$ cat src/bsis_pkg.sv
package bsis_pkg;

	// ==========================================================
	// Opcode classes.
	localparam logic [7:0] OP_IDLE = 8'h00;
	localparam logic [3:0] OP_SHORT_BR_HI = 4'h3;
	localparam logic [3:0] OP_LONG_HI = 4'hC;
	localparam logic [7:0] OP_SHORT_SKIP = 8'h38;
	localparam logic [7:0] OP_NOP = 8'hC4;
	localparam logic [7:0] OP_PREFIX = 8'h68;
	localparam logic [7:0] OP_BR_CNT_IRQ = 8'h3E;
	localparam logic [7:0] OP_BR_EXT_IRQ = 8'h3F;
	localparam logic [7:0] OP_COUNTER_LOAD = 8'h06;
	localparam logic [3:0] OP_CALL_HI = 4'h8;
	localparam logic [3:0] OP_RET_HI = 4'h9;
	localparam logic [7:0] OP_SAVE_MULT = 8'h76;
	localparam logic [7:0] OP_TOGGLE_ENABLE = 8'h09;
	localparam logic [7:0] OP_SKIP_IRQ_EN = 8'hCC;

	// ==========================================================
	// Reset values.
	localparam logic [15:0] PC_RESET = 16'h0000;

	typedef enum logic [6:0] {
		BSIS_FETCH = 7'h01,
		BSIS_FETCH2 = 7'h02,
		BSIS_EXEC1 = 7'h04,
		BSIS_EXEC2 = 7'h08,
		BSIS_IDLE = 7'h10,
		BSIS_MULTI = 7'h20,
		BSIS_SERVICE = 7'h40
	} bsis_state_t;

	typedef struct packed {
		logic zero_acc;
		logic carry_flag;
		logic q_out;
		logic [3:0] external_flag_inputs;
		logic counter_irq_latch;
		logic external_irq_latch;
		logic master_irq_enable;
		logic counter_irq_enable;
		logic external_irq_enable;
	} bsis_flags_t;

	typedef struct packed {
		logic irq;
		logic dma_in;
		logic dma_out;
	} bsis_req_t;

endpackage : bsis_pkg

$ cat src/bsis_sequencer.sv
`timescale 1ns/100ps
module bsis_sequencer #(
	parameter int MULTI_CYCLES = 8
)
(
	input wire logic ref_clk,
	input wire logic rstn,
	input wire logic clk_en,
	input wire logic second_timing_pulse,
	input wire logic [7:0] data_in,
	input wire logic [7:0] acc_value,
	input wire bsis_pkg::bsis_flags_t flags,
	input wire bsis_pkg::bsis_req_t requests,
	input wire logic counter_running,
	output logic [15:0] address,
	output logic memory_read_strobe,
	output logic memory_write_strobe,
	output logic data_oe,
	output logic request_ack,
	output logic toggle_output_enable,
	output logic scratch_clobber,
	output logic [7:0] opcode
);

	// ==========================================================
	// State and decode.
	bsis_pkg::bsis_state_t state;
	bsis_pkg::bsis_state_t next_state;
	logic [15:0] pc;
	logic [15:0] next_pc;
	logic [7:0] hi_byte;
	logic [7:0] sub_op;
	logic [3:0] multi_cnt;
	bsis_pkg::bsis_flags_t fsamp;
	logic [2:0] tp_sync;
	logic tp_level;

	// Pin input: a change counts when the second and third stages agree.
	// The agreed level is kept so that a glitch caught by one stage never counts.
	wire tp_rise = tp_sync[1] & tp_sync[2] & ~tp_level;
	wire is_idle = (opcode == bsis_pkg::OP_IDLE);
	wire is_short_br = (opcode[7:4] == bsis_pkg::OP_SHORT_BR_HI)
		&& (opcode != bsis_pkg::OP_SHORT_SKIP);
	wire is_short_skip = (opcode == bsis_pkg::OP_SHORT_SKIP);
	wire is_long = (opcode[7:4] == bsis_pkg::OP_LONG_HI);
	wire long_skip = is_long && opcode[2] && (opcode != bsis_pkg::OP_NOP);
	wire is_long_br = is_long && !opcode[2];
	wire is_prefix = (opcode == bsis_pkg::OP_PREFIX);
	wire is_irq_br = (sub_op == bsis_pkg::OP_BR_CNT_IRQ) || (sub_op == bsis_pkg::OP_BR_EXT_IRQ);
	wire is_cnt_br = (sub_op == bsis_pkg::OP_BR_CNT_IRQ);
	wire is_clobber = (sub_op[7:4] == bsis_pkg::OP_CALL_HI)
		|| (sub_op[7:4] == bsis_pkg::OP_RET_HI) || (sub_op == bsis_pkg::OP_SAVE_MULT);
	wire irq_wake = requests.irq && flags.master_irq_enable
		&& (flags.counter_irq_enable || flags.external_irq_enable);
	wire any_req = irq_wake || requests.dma_in || requests.dma_out;

	// The first execute cycle decides on live flags; later cycles use the copy taken then.
	bsis_pkg::bsis_flags_t cur_flags;
	always_comb
	begin
		cur_flags = fsamp;
		if (state == bsis_pkg::BSIS_EXEC1)
		begin
			cur_flags = flags;
			cur_flags.zero_acc = (acc_value == 8'h00);
		end
	end

	// Base condition on the low two opcode bits, bit 3 inverts it.
	logic base_cond;
	always_comb
	begin
		case (opcode[1:0])
			2'b00: base_cond = 1'b1;
			2'b01: base_cond = cur_flags.q_out;
			2'b10: base_cond = cur_flags.zero_acc;
			2'b11: base_cond = cur_flags.carry_flag;
			default: base_cond = 1'b0;
		endcase
	end

	// Short-branch conditions including the four flag inputs.
	logic short_cond;
	always_comb
	begin
		if (opcode[2])
			short_cond = cur_flags.external_flag_inputs[opcode[1:0]] ^ opcode[3];
		else
			short_cond = base_cond ^ opcode[3];
	end

	// Long branch and long skip share the condition set, except OP_SKIP_IRQ_EN, which tests the master enable; skip codes invert bit 3.
	wire long_br_cond = base_cond ^ opcode[3];
	wire long_skip_cond = (opcode == bsis_pkg::OP_SKIP_IRQ_EN) ? cur_flags.master_irq_enable
		: (base_cond ^ ~opcode[3]);
	wire irq_br_cond = is_cnt_br ? fsamp.counter_irq_latch : fsamp.external_irq_latch;
	wire multi_done = (multi_cnt == 4'(MULTI_CYCLES - 1));

	always_comb
	begin
		next_state = state;
		next_pc = pc;
		case (state)
			bsis_pkg::BSIS_FETCH:
			begin
				next_pc = pc + 16'h0001;
				if (any_req)
					next_state = bsis_pkg::BSIS_SERVICE;
				else
					next_state = bsis_pkg::BSIS_EXEC1;
			end
			bsis_pkg::BSIS_EXEC1:
			begin
				if (is_idle)
					next_state = tp_rise ? bsis_pkg::BSIS_IDLE : state;
				else if (is_prefix)
					next_state = bsis_pkg::BSIS_FETCH2;
				else if (is_short_br)
				begin
					next_pc = short_cond ? {pc[15:8], data_in} : pc + 16'h0001;
					next_state = bsis_pkg::BSIS_FETCH;
				end
				else if (is_short_skip)
				begin
					next_pc = pc + 16'h0001;
					next_state = bsis_pkg::BSIS_FETCH;
				end
				else if (is_long)
				begin
					if (is_long_br)
						next_pc = pc + 16'h0001;
					next_state = bsis_pkg::BSIS_EXEC2;
				end
				else
					next_state = bsis_pkg::BSIS_FETCH;
			end
			bsis_pkg::BSIS_EXEC2:
			begin
				next_state = bsis_pkg::BSIS_FETCH;
				if (long_skip)
					next_pc = long_skip_cond ? pc + 16'h0002 : pc;
				else if (is_long_br && long_br_cond)
					next_pc = {hi_byte, data_in};
				else if (is_long_br)
					next_pc = pc + 16'h0001;
				else
					next_pc = pc;
			end
			bsis_pkg::BSIS_FETCH2:
			begin
				next_pc = pc + 16'h0001;
				next_state = bsis_pkg::BSIS_MULTI;
			end
			bsis_pkg::BSIS_MULTI:
			begin
				// Service of requests is held off until this ends.
				if (is_irq_br)
				begin
					next_pc = irq_br_cond ? {pc[15:8], data_in} : pc + 16'h0001;
					next_state = bsis_pkg::BSIS_FETCH;
				end
				else if (multi_done)
					next_state = bsis_pkg::BSIS_FETCH;
			end
			bsis_pkg::BSIS_IDLE:
			begin
				if (any_req)
					next_state = bsis_pkg::BSIS_SERVICE;
			end
			bsis_pkg::BSIS_SERVICE:
				next_state = bsis_pkg::BSIS_FETCH;
			default:
				next_state = bsis_pkg::BSIS_FETCH;
		endcase
	end

	// ==========================================================
	// Registers.
	always_ff @(posedge ref_clk or negedge rstn)
	begin
		if (!rstn)
		begin
			state <= bsis_pkg::BSIS_FETCH;
			pc <= bsis_pkg::PC_RESET;
			tp_sync <= 3'h0;
			tp_level <= 1'b0;
			opcode <= 8'h00;
			sub_op <= 8'h00;
			hi_byte <= 8'h00;
			multi_cnt <= 4'h0;
			fsamp <= '0;
			toggle_output_enable <= 1'b0;
		end
		else if (clk_en)
		begin
			tp_sync <= {tp_sync[1:0], second_timing_pulse};
			if (tp_sync[1] == tp_sync[2])
				tp_level <= tp_sync[2];
			state <= next_state;
			pc <= next_pc;
			if (state == bsis_pkg::BSIS_FETCH)
				opcode <= data_in;
			if (state == bsis_pkg::BSIS_FETCH2)
				sub_op <= data_in;
			if (state == bsis_pkg::BSIS_EXEC1)
			begin
				fsamp <= flags;
				fsamp.zero_acc <= (acc_value == 8'h00);
				hi_byte <= data_in;
			end
			multi_cnt <= (state == bsis_pkg::BSIS_MULTI) ? multi_cnt + 4'h1 : 4'h0;
			if (state == bsis_pkg::BSIS_MULTI && is_cnt_br && irq_br_cond)
				toggle_output_enable <= 1'b0;
			else if (state == bsis_pkg::BSIS_FETCH2
				&& data_in == bsis_pkg::OP_COUNTER_LOAD && !counter_running)
				toggle_output_enable <= 1'b0;
			else if (state == bsis_pkg::BSIS_FETCH2 && data_in == bsis_pkg::OP_TOGGLE_ENABLE)
				toggle_output_enable <= 1'b1;
		end
	end

	// ==========================================================
	// Outputs; idle freezes the address and floats the data bus.
	wire idle_now = (state == bsis_pkg::BSIS_IDLE);
	assign address = pc;
	// Operand bytes are read in the execute cycles other than BSIS_EXEC1 of OP_IDLE, so the strobe is low there too.
	wire exec_read = (state == bsis_pkg::BSIS_EXEC1 && !is_idle)
		|| state == bsis_pkg::BSIS_EXEC2 || state == bsis_pkg::BSIS_MULTI;
	assign memory_read_strobe = idle_now ? 1'b1 : ~(state == bsis_pkg::BSIS_FETCH
		|| state == bsis_pkg::BSIS_FETCH2 || exec_read);
	assign memory_write_strobe = 1'b1;
	assign data_oe = 1'b0;
	assign request_ack = (state == bsis_pkg::BSIS_SERVICE);
	assign scratch_clobber = (state == bsis_pkg::BSIS_MULTI) && is_clobber;

	a_idle_strobes: assert property (@(posedge ref_clk) disable iff (!rstn)
		idle_now |-> memory_read_strobe && memory_write_strobe && !data_oe)
		else $error("idle strobes wrong");
	a_idle_exit: assert property (@(posedge ref_clk) disable iff (!rstn)
		idle_now && clk_en && !any_req |=> idle_now)
		else $error("idle left without request");
	a_idle_wake: assert property (@(posedge ref_clk) disable iff (!rstn)
		idle_now && clk_en && requests.irq && !flags.master_irq_enable
		&& !requests.dma_in && !requests.dma_out |=> idle_now)
		else $error("masked interrupt woke idle");
	a_long_three: assert property (@(posedge ref_clk) disable iff (!rstn)
		state == bsis_pkg::BSIS_EXEC1 && is_long && clk_en && !is_idle
		|=> state == bsis_pkg::BSIS_EXEC2)
		else $error("long op lacks second execute");
	a_skip_pc: assert property (@(posedge ref_clk) disable iff (!rstn)
		state == bsis_pkg::BSIS_EXEC1 && is_short_skip && clk_en
		|=> pc == $past(pc) + 16'h0001)
		else $error("short skip pc wrong");
	a_short_page: assert property (@(posedge ref_clk) disable iff (!rstn)
		state == bsis_pkg::BSIS_EXEC1 && is_short_br && clk_en
		|=> pc[15:8] == $past(pc[15:8]))
		else $error("short branch left page");
	a_long_skip_two: assert property (@(posedge ref_clk) disable iff (!rstn)
		state == bsis_pkg::BSIS_EXEC2 && long_skip && long_skip_cond && clk_en
		|=> pc == $past(pc) + 16'h0002)
		else $error("long skip pc wrong");
	a_prefix_defer: assert property (@(posedge ref_clk) disable iff (!rstn)
		state == bsis_pkg::BSIS_MULTI |-> !request_ack)
		else $error("request serviced mid prefix");
	a_nop_hold: assert property (@(posedge ref_clk) disable iff (!rstn)
		state == bsis_pkg::BSIS_EXEC2 && opcode == bsis_pkg::OP_NOP && clk_en
		|=> pc == $past(pc))
		else $error("nop moved pc");
	a_long_target: assert property (@(posedge ref_clk) disable iff (!rstn)
		state == bsis_pkg::BSIS_EXEC2 && is_long_br && long_br_cond && clk_en
		|=> pc == {$past(hi_byte), $past(data_in)})
		else $error("long branch target wrong");
	a_long_fail: assert property (@(posedge ref_clk) disable iff (!rstn)
		state == bsis_pkg::BSIS_EXEC2 && is_long_br && !long_br_cond && clk_en
		|=> pc == $past(pc) + 16'h0001)
		else $error("failed long branch pc wrong");
	a_short_fail: assert property (@(posedge ref_clk) disable iff (!rstn)
		state == bsis_pkg::BSIS_EXEC1 && is_short_br && !short_cond && clk_en
		|=> pc == $past(pc) + 16'h0001)
		else $error("failed short branch pc wrong");
	a_idle_entry: assert property (@(posedge ref_clk) disable iff (!rstn)
		state == bsis_pkg::BSIS_EXEC1 && is_idle && tp_rise && clk_en
		|=> idle_now)
		else $error("idle not entered at pulse");
	a_toggle_clear: assert property (@(posedge ref_clk) disable iff (!rstn)
		state == bsis_pkg::BSIS_MULTI && is_cnt_br && irq_br_cond && clk_en
		|=> !toggle_output_enable)
		else $error("toggle enable not cleared");

endmodule : bsis_sequencer

$ cat config.mk
export PLATFORM = sky130hd
export DESIGN_NAME = bsis_sequencer
export DESIGN_NICKNAME = d
export VERILOG_FILES = /design/src/bsis_pkg.sv /design/src/bsis_sequencer.sv
export SDC_FILE = /design/constraint.sdc
export NUM_CORES = 1
export LEC_CHECK = 0
export BUFFER_PORTS_ARGS = -buffer_cell sky130_fd_sc_hd__buf_2
export CAP_MARGIN = 20
export CORE_MARGIN = 2
export CORE_UTILIZATION = 51
export CTS_CLUSTER_DIAMETER = 30
export DETAILED_ROUTE_END_ITERATION = 8
export HOLD_SLACK_MARGIN = 0.1
export PLACE_DENSITY = 0.82
export SYNTH_ARGS = -nofsm -noshare
export SYNTH_HDL_FRONTEND = slang
export SYNTH_SLANG_ARGS = --single-unit
$ cat constraint.sdc
create_clock -name ref_clk -period 8.46 [get_ports ref_clk]
set_input_delay 1.692 -clock ref_clk [delete_from_list [all_inputs] [get_ports ref_clk]]
set_output_delay 1.692 -clock ref_clk [all_outputs]
set_load 0.02 [all_outputs]
==> results.ini <==
[pwr]
p_sw_w = 0.000950
peakVddDrop_v = 0.000164
power_frac_comb = 0.536
seqPwrFrac = 0.312
p_sw_frac = 0.504
powerDensity_nw_per_um2 = 321
p_total_w = 0.00188
p_clk_frac = 0.152
p_int_w = 0.000934
p_leak_nw = 2.39

[synthesis]
synth_seq_area_share = 0.313
synth-edff-count = 0
ys_seq_elements = 66
ys_types = 84
synth-main-ff-cell = dfrtp_1
synth_area_um2 = 5280
netlist_instances = 631
async_flop_share = 1.00
ys.warnings.count = 0
synth_nets = 671
syn_area_per_cell_um2 = 8.36

[outcome]
status = finished clean

[sta]
max_freq_mhz = 234
rsz0062_at_grt = no
finalSetupViolCount = 0
hold_ws_ns = 0.505
setup_tns_ns = 0
slew_violations = 0
fin_worst_skew_ns = 0.0100
fin_crit_ns = 4.28
finalWorstSetupSlack_ns = 4.18
period_share = 0.505
hold_viol = 0
max-slew-margin-rel = 0.218
tightest_slew_ns = 1.17

[drt]
wirelength_um = 17900
first_pass_iters = 6
vias = 5632
ant_nets = 0
wl_per_cell_um = 21.9
vias_per_cell = 6.91
drc_errors = 0
drt-initial-drc-count = 711

[place]
post-place-ws_ns = 3.79
dp_hpwl_um = 12500
io_buffers = 62
placed_cell_area_um2 = 5650
gp_congestion = 1.00

[final_layout]
fill_cells = 927
multi_input_area_um2 = 3410
ff_latch_area_um2 = 1650
fin_nets = 714
layout-drive-gt1-share = 0.218
fin_area_um2 = 5860
area_delta_synth_final_pct = 11.2
antenna_cells = 0

[floorplan]
die_h_um = 106
die_w_um = 106
pin_count = 66
core_region_area_um2 = 10200
fp.dieArea_um2 = 11200
fp-row-count = 37
start_util = 0.518

[clock_network]
cts_tree = built
clock-sinks = 66
clk_path_buf_depth = 2
cts-htree-levels = 3
cts_buffers = 9
cts_hold_buffers = 0
cts_root_buf = clkbuf_8
post_cts_buffers = 0
postCtsResizedCells = 0
path_clk_slew_ns = 0.08
clk_latency_ns = 0.36

[critical_path]
crit_fanout = 10
worstPathArrival_ns = 4.52
r2r_cells = 6
criticalPathCategory = in -> reg
worstPathRequired_ns = 8.70
start_kind = input port
crit_path_end_kind = flop

[grt]
grt_max_degree = 67
overflow = 0
grt_pass1_vias = 5248
antenna_found_initial = 0
grt_first_pass_wirelength_um = 28400
track_usage = 0.326

[min_path]
holdCritPathClass = reg -> reg
min_path_cells = 1

[run]
drv_cap = 0

power by group through the flow:
stage	Clock, W	Sequential [W]	Combinational, W
6_report	0.000287	0.000587	0.00101
5_1_grt	0.000300	0.000607	0.00107
4_1_cts	0.000286	0.000581	0.000981
3_5_place_dp	0	0.000587	0.000975
3_3_place_gp	0	0.000579	0.000948
2_1_floorplan	0	0.000541	0.000711
placed cells by master (no fill, tap or decap), drive strengths merged, types with 5 or more instances in the layout:
master and instances:
buf 71, nand2b 9, a21oi 32, nand4 7, a2111oi 5, a22oi 5, o221ai 8, nand3 22
xnor2 7, o21ai 49, mux2 37, and3 10, a211oi 5, a31oi 17, nand2 70, clkbuf 10
nor4 12, o22ai 6, nor3 20, or4 5, a211o 5, o211ai 14, or3 6, dfrtp 65
a221oi 6, nor2 50, and2 5, inv 14, o31ai 11, a221o 5, mux2i 9
worst max-delay path, stage by stage:
cell,delay [ns]
buf_2,0.10
nor4_1,0.25
nand2_1,0.13
o2111a_1,0.29
o41ai_1,0.57
o311ai_2,0.47
a311oi_4,0.57
o21ai_1,0.13
o32a_1,0.31
per-layer routing:
| metal | up-vias | GRT usage | routed length, um |
|---|---|---|---|
| met3 | 73 | 0.0575 | 1900 |
| met5 | - | 0 | 0 |
| met1 | 2686 | 0.441 | 7070 |
| li1 | 2518 | - | - |
| met4 | 0 | 0.144 | 732 |
| met2 | 355 | 0.512 | 8180 |
area by class of cell:
cell class | count | share of cell area
Sequential cell | 66 | 0.282
Clock inverter | 6 | 0.0111
Inverter | 13 | 0.00832
Timing Repair Buffer | 71 | 0.0644
Clock buffer | 10 | 0.0235
Tap cell | 136 | 0.0290
Multi-Input combinational cell | 513 | 0.582
synthesized netlist by cell type (all sizes together), types with 9 or more instances:
library cell / n / share of area
nor4: 12 / 0.018
inv: 13 / 0.0093
mux2: 37 / 0.079
clkbuf: 32 / 0.023
nor2: 50 / 0.039
dfrtp: 65 / 0.31
nand2b: 9 / 0.011
o31ai: 11 / 0.017
nand3: 22 / 0.021
a21oi: 32 / 0.030
nor3: 20 / 0.019
a31oi: 17 / 0.020
nand2: 70 / 0.050
o21ai: 49 / 0.047
and3: 10 / 0.012
o211ai: 14 / 0.020
mux2i: 9 / 0.017
sequential cells by signal, indices dropped and copies added, names as in the netlist:
signal                count
opcode                    8
address                  16
state                     7
tp_sync                   3
fsamp                    10
multi_cnt                 4
hi_byte                   8
sub_op                    8
toggle_output_enable      1
tp_level                  1
final timing paths:
path                           endpoint    startpoint  slack, ns
min in group asynchronous    tp_sync[2]          rstn       1.51
max                         address[12]  acc_value[1]       4.18
max in group asynchronous    hi_byte[6]          rstn       6.37
max reg2reg                  address[6]     opcode[4]       4.30
min                        multi_cnt[3]  multi_cnt[3]       0.50
min reg2reg                multi_cnt[3]  multi_cnt[3]       0.50
metrics by stage:
step	utilization	cells
finish	0.576	815
global route	0.576	815
CTS	0.575	814
detailed placement	0.555	798
global placement	0.555	798
floorplan	-	631
cells by family after synthesis:
kind of cell,Yosys count,share of synthesized area
and+or+nand+nor,246,0.247
AOI/OAI and AO/OA,205,0.275
DFF,66,0.313
buffers and inverters,52,0.0406
muxes,46,0.0961
xor gates and xnor gates,10,0.0166
adders and majority gates,4,0.00949
other,2,0.00142
No activity file was read; power rests on OpenSTA's default activity.
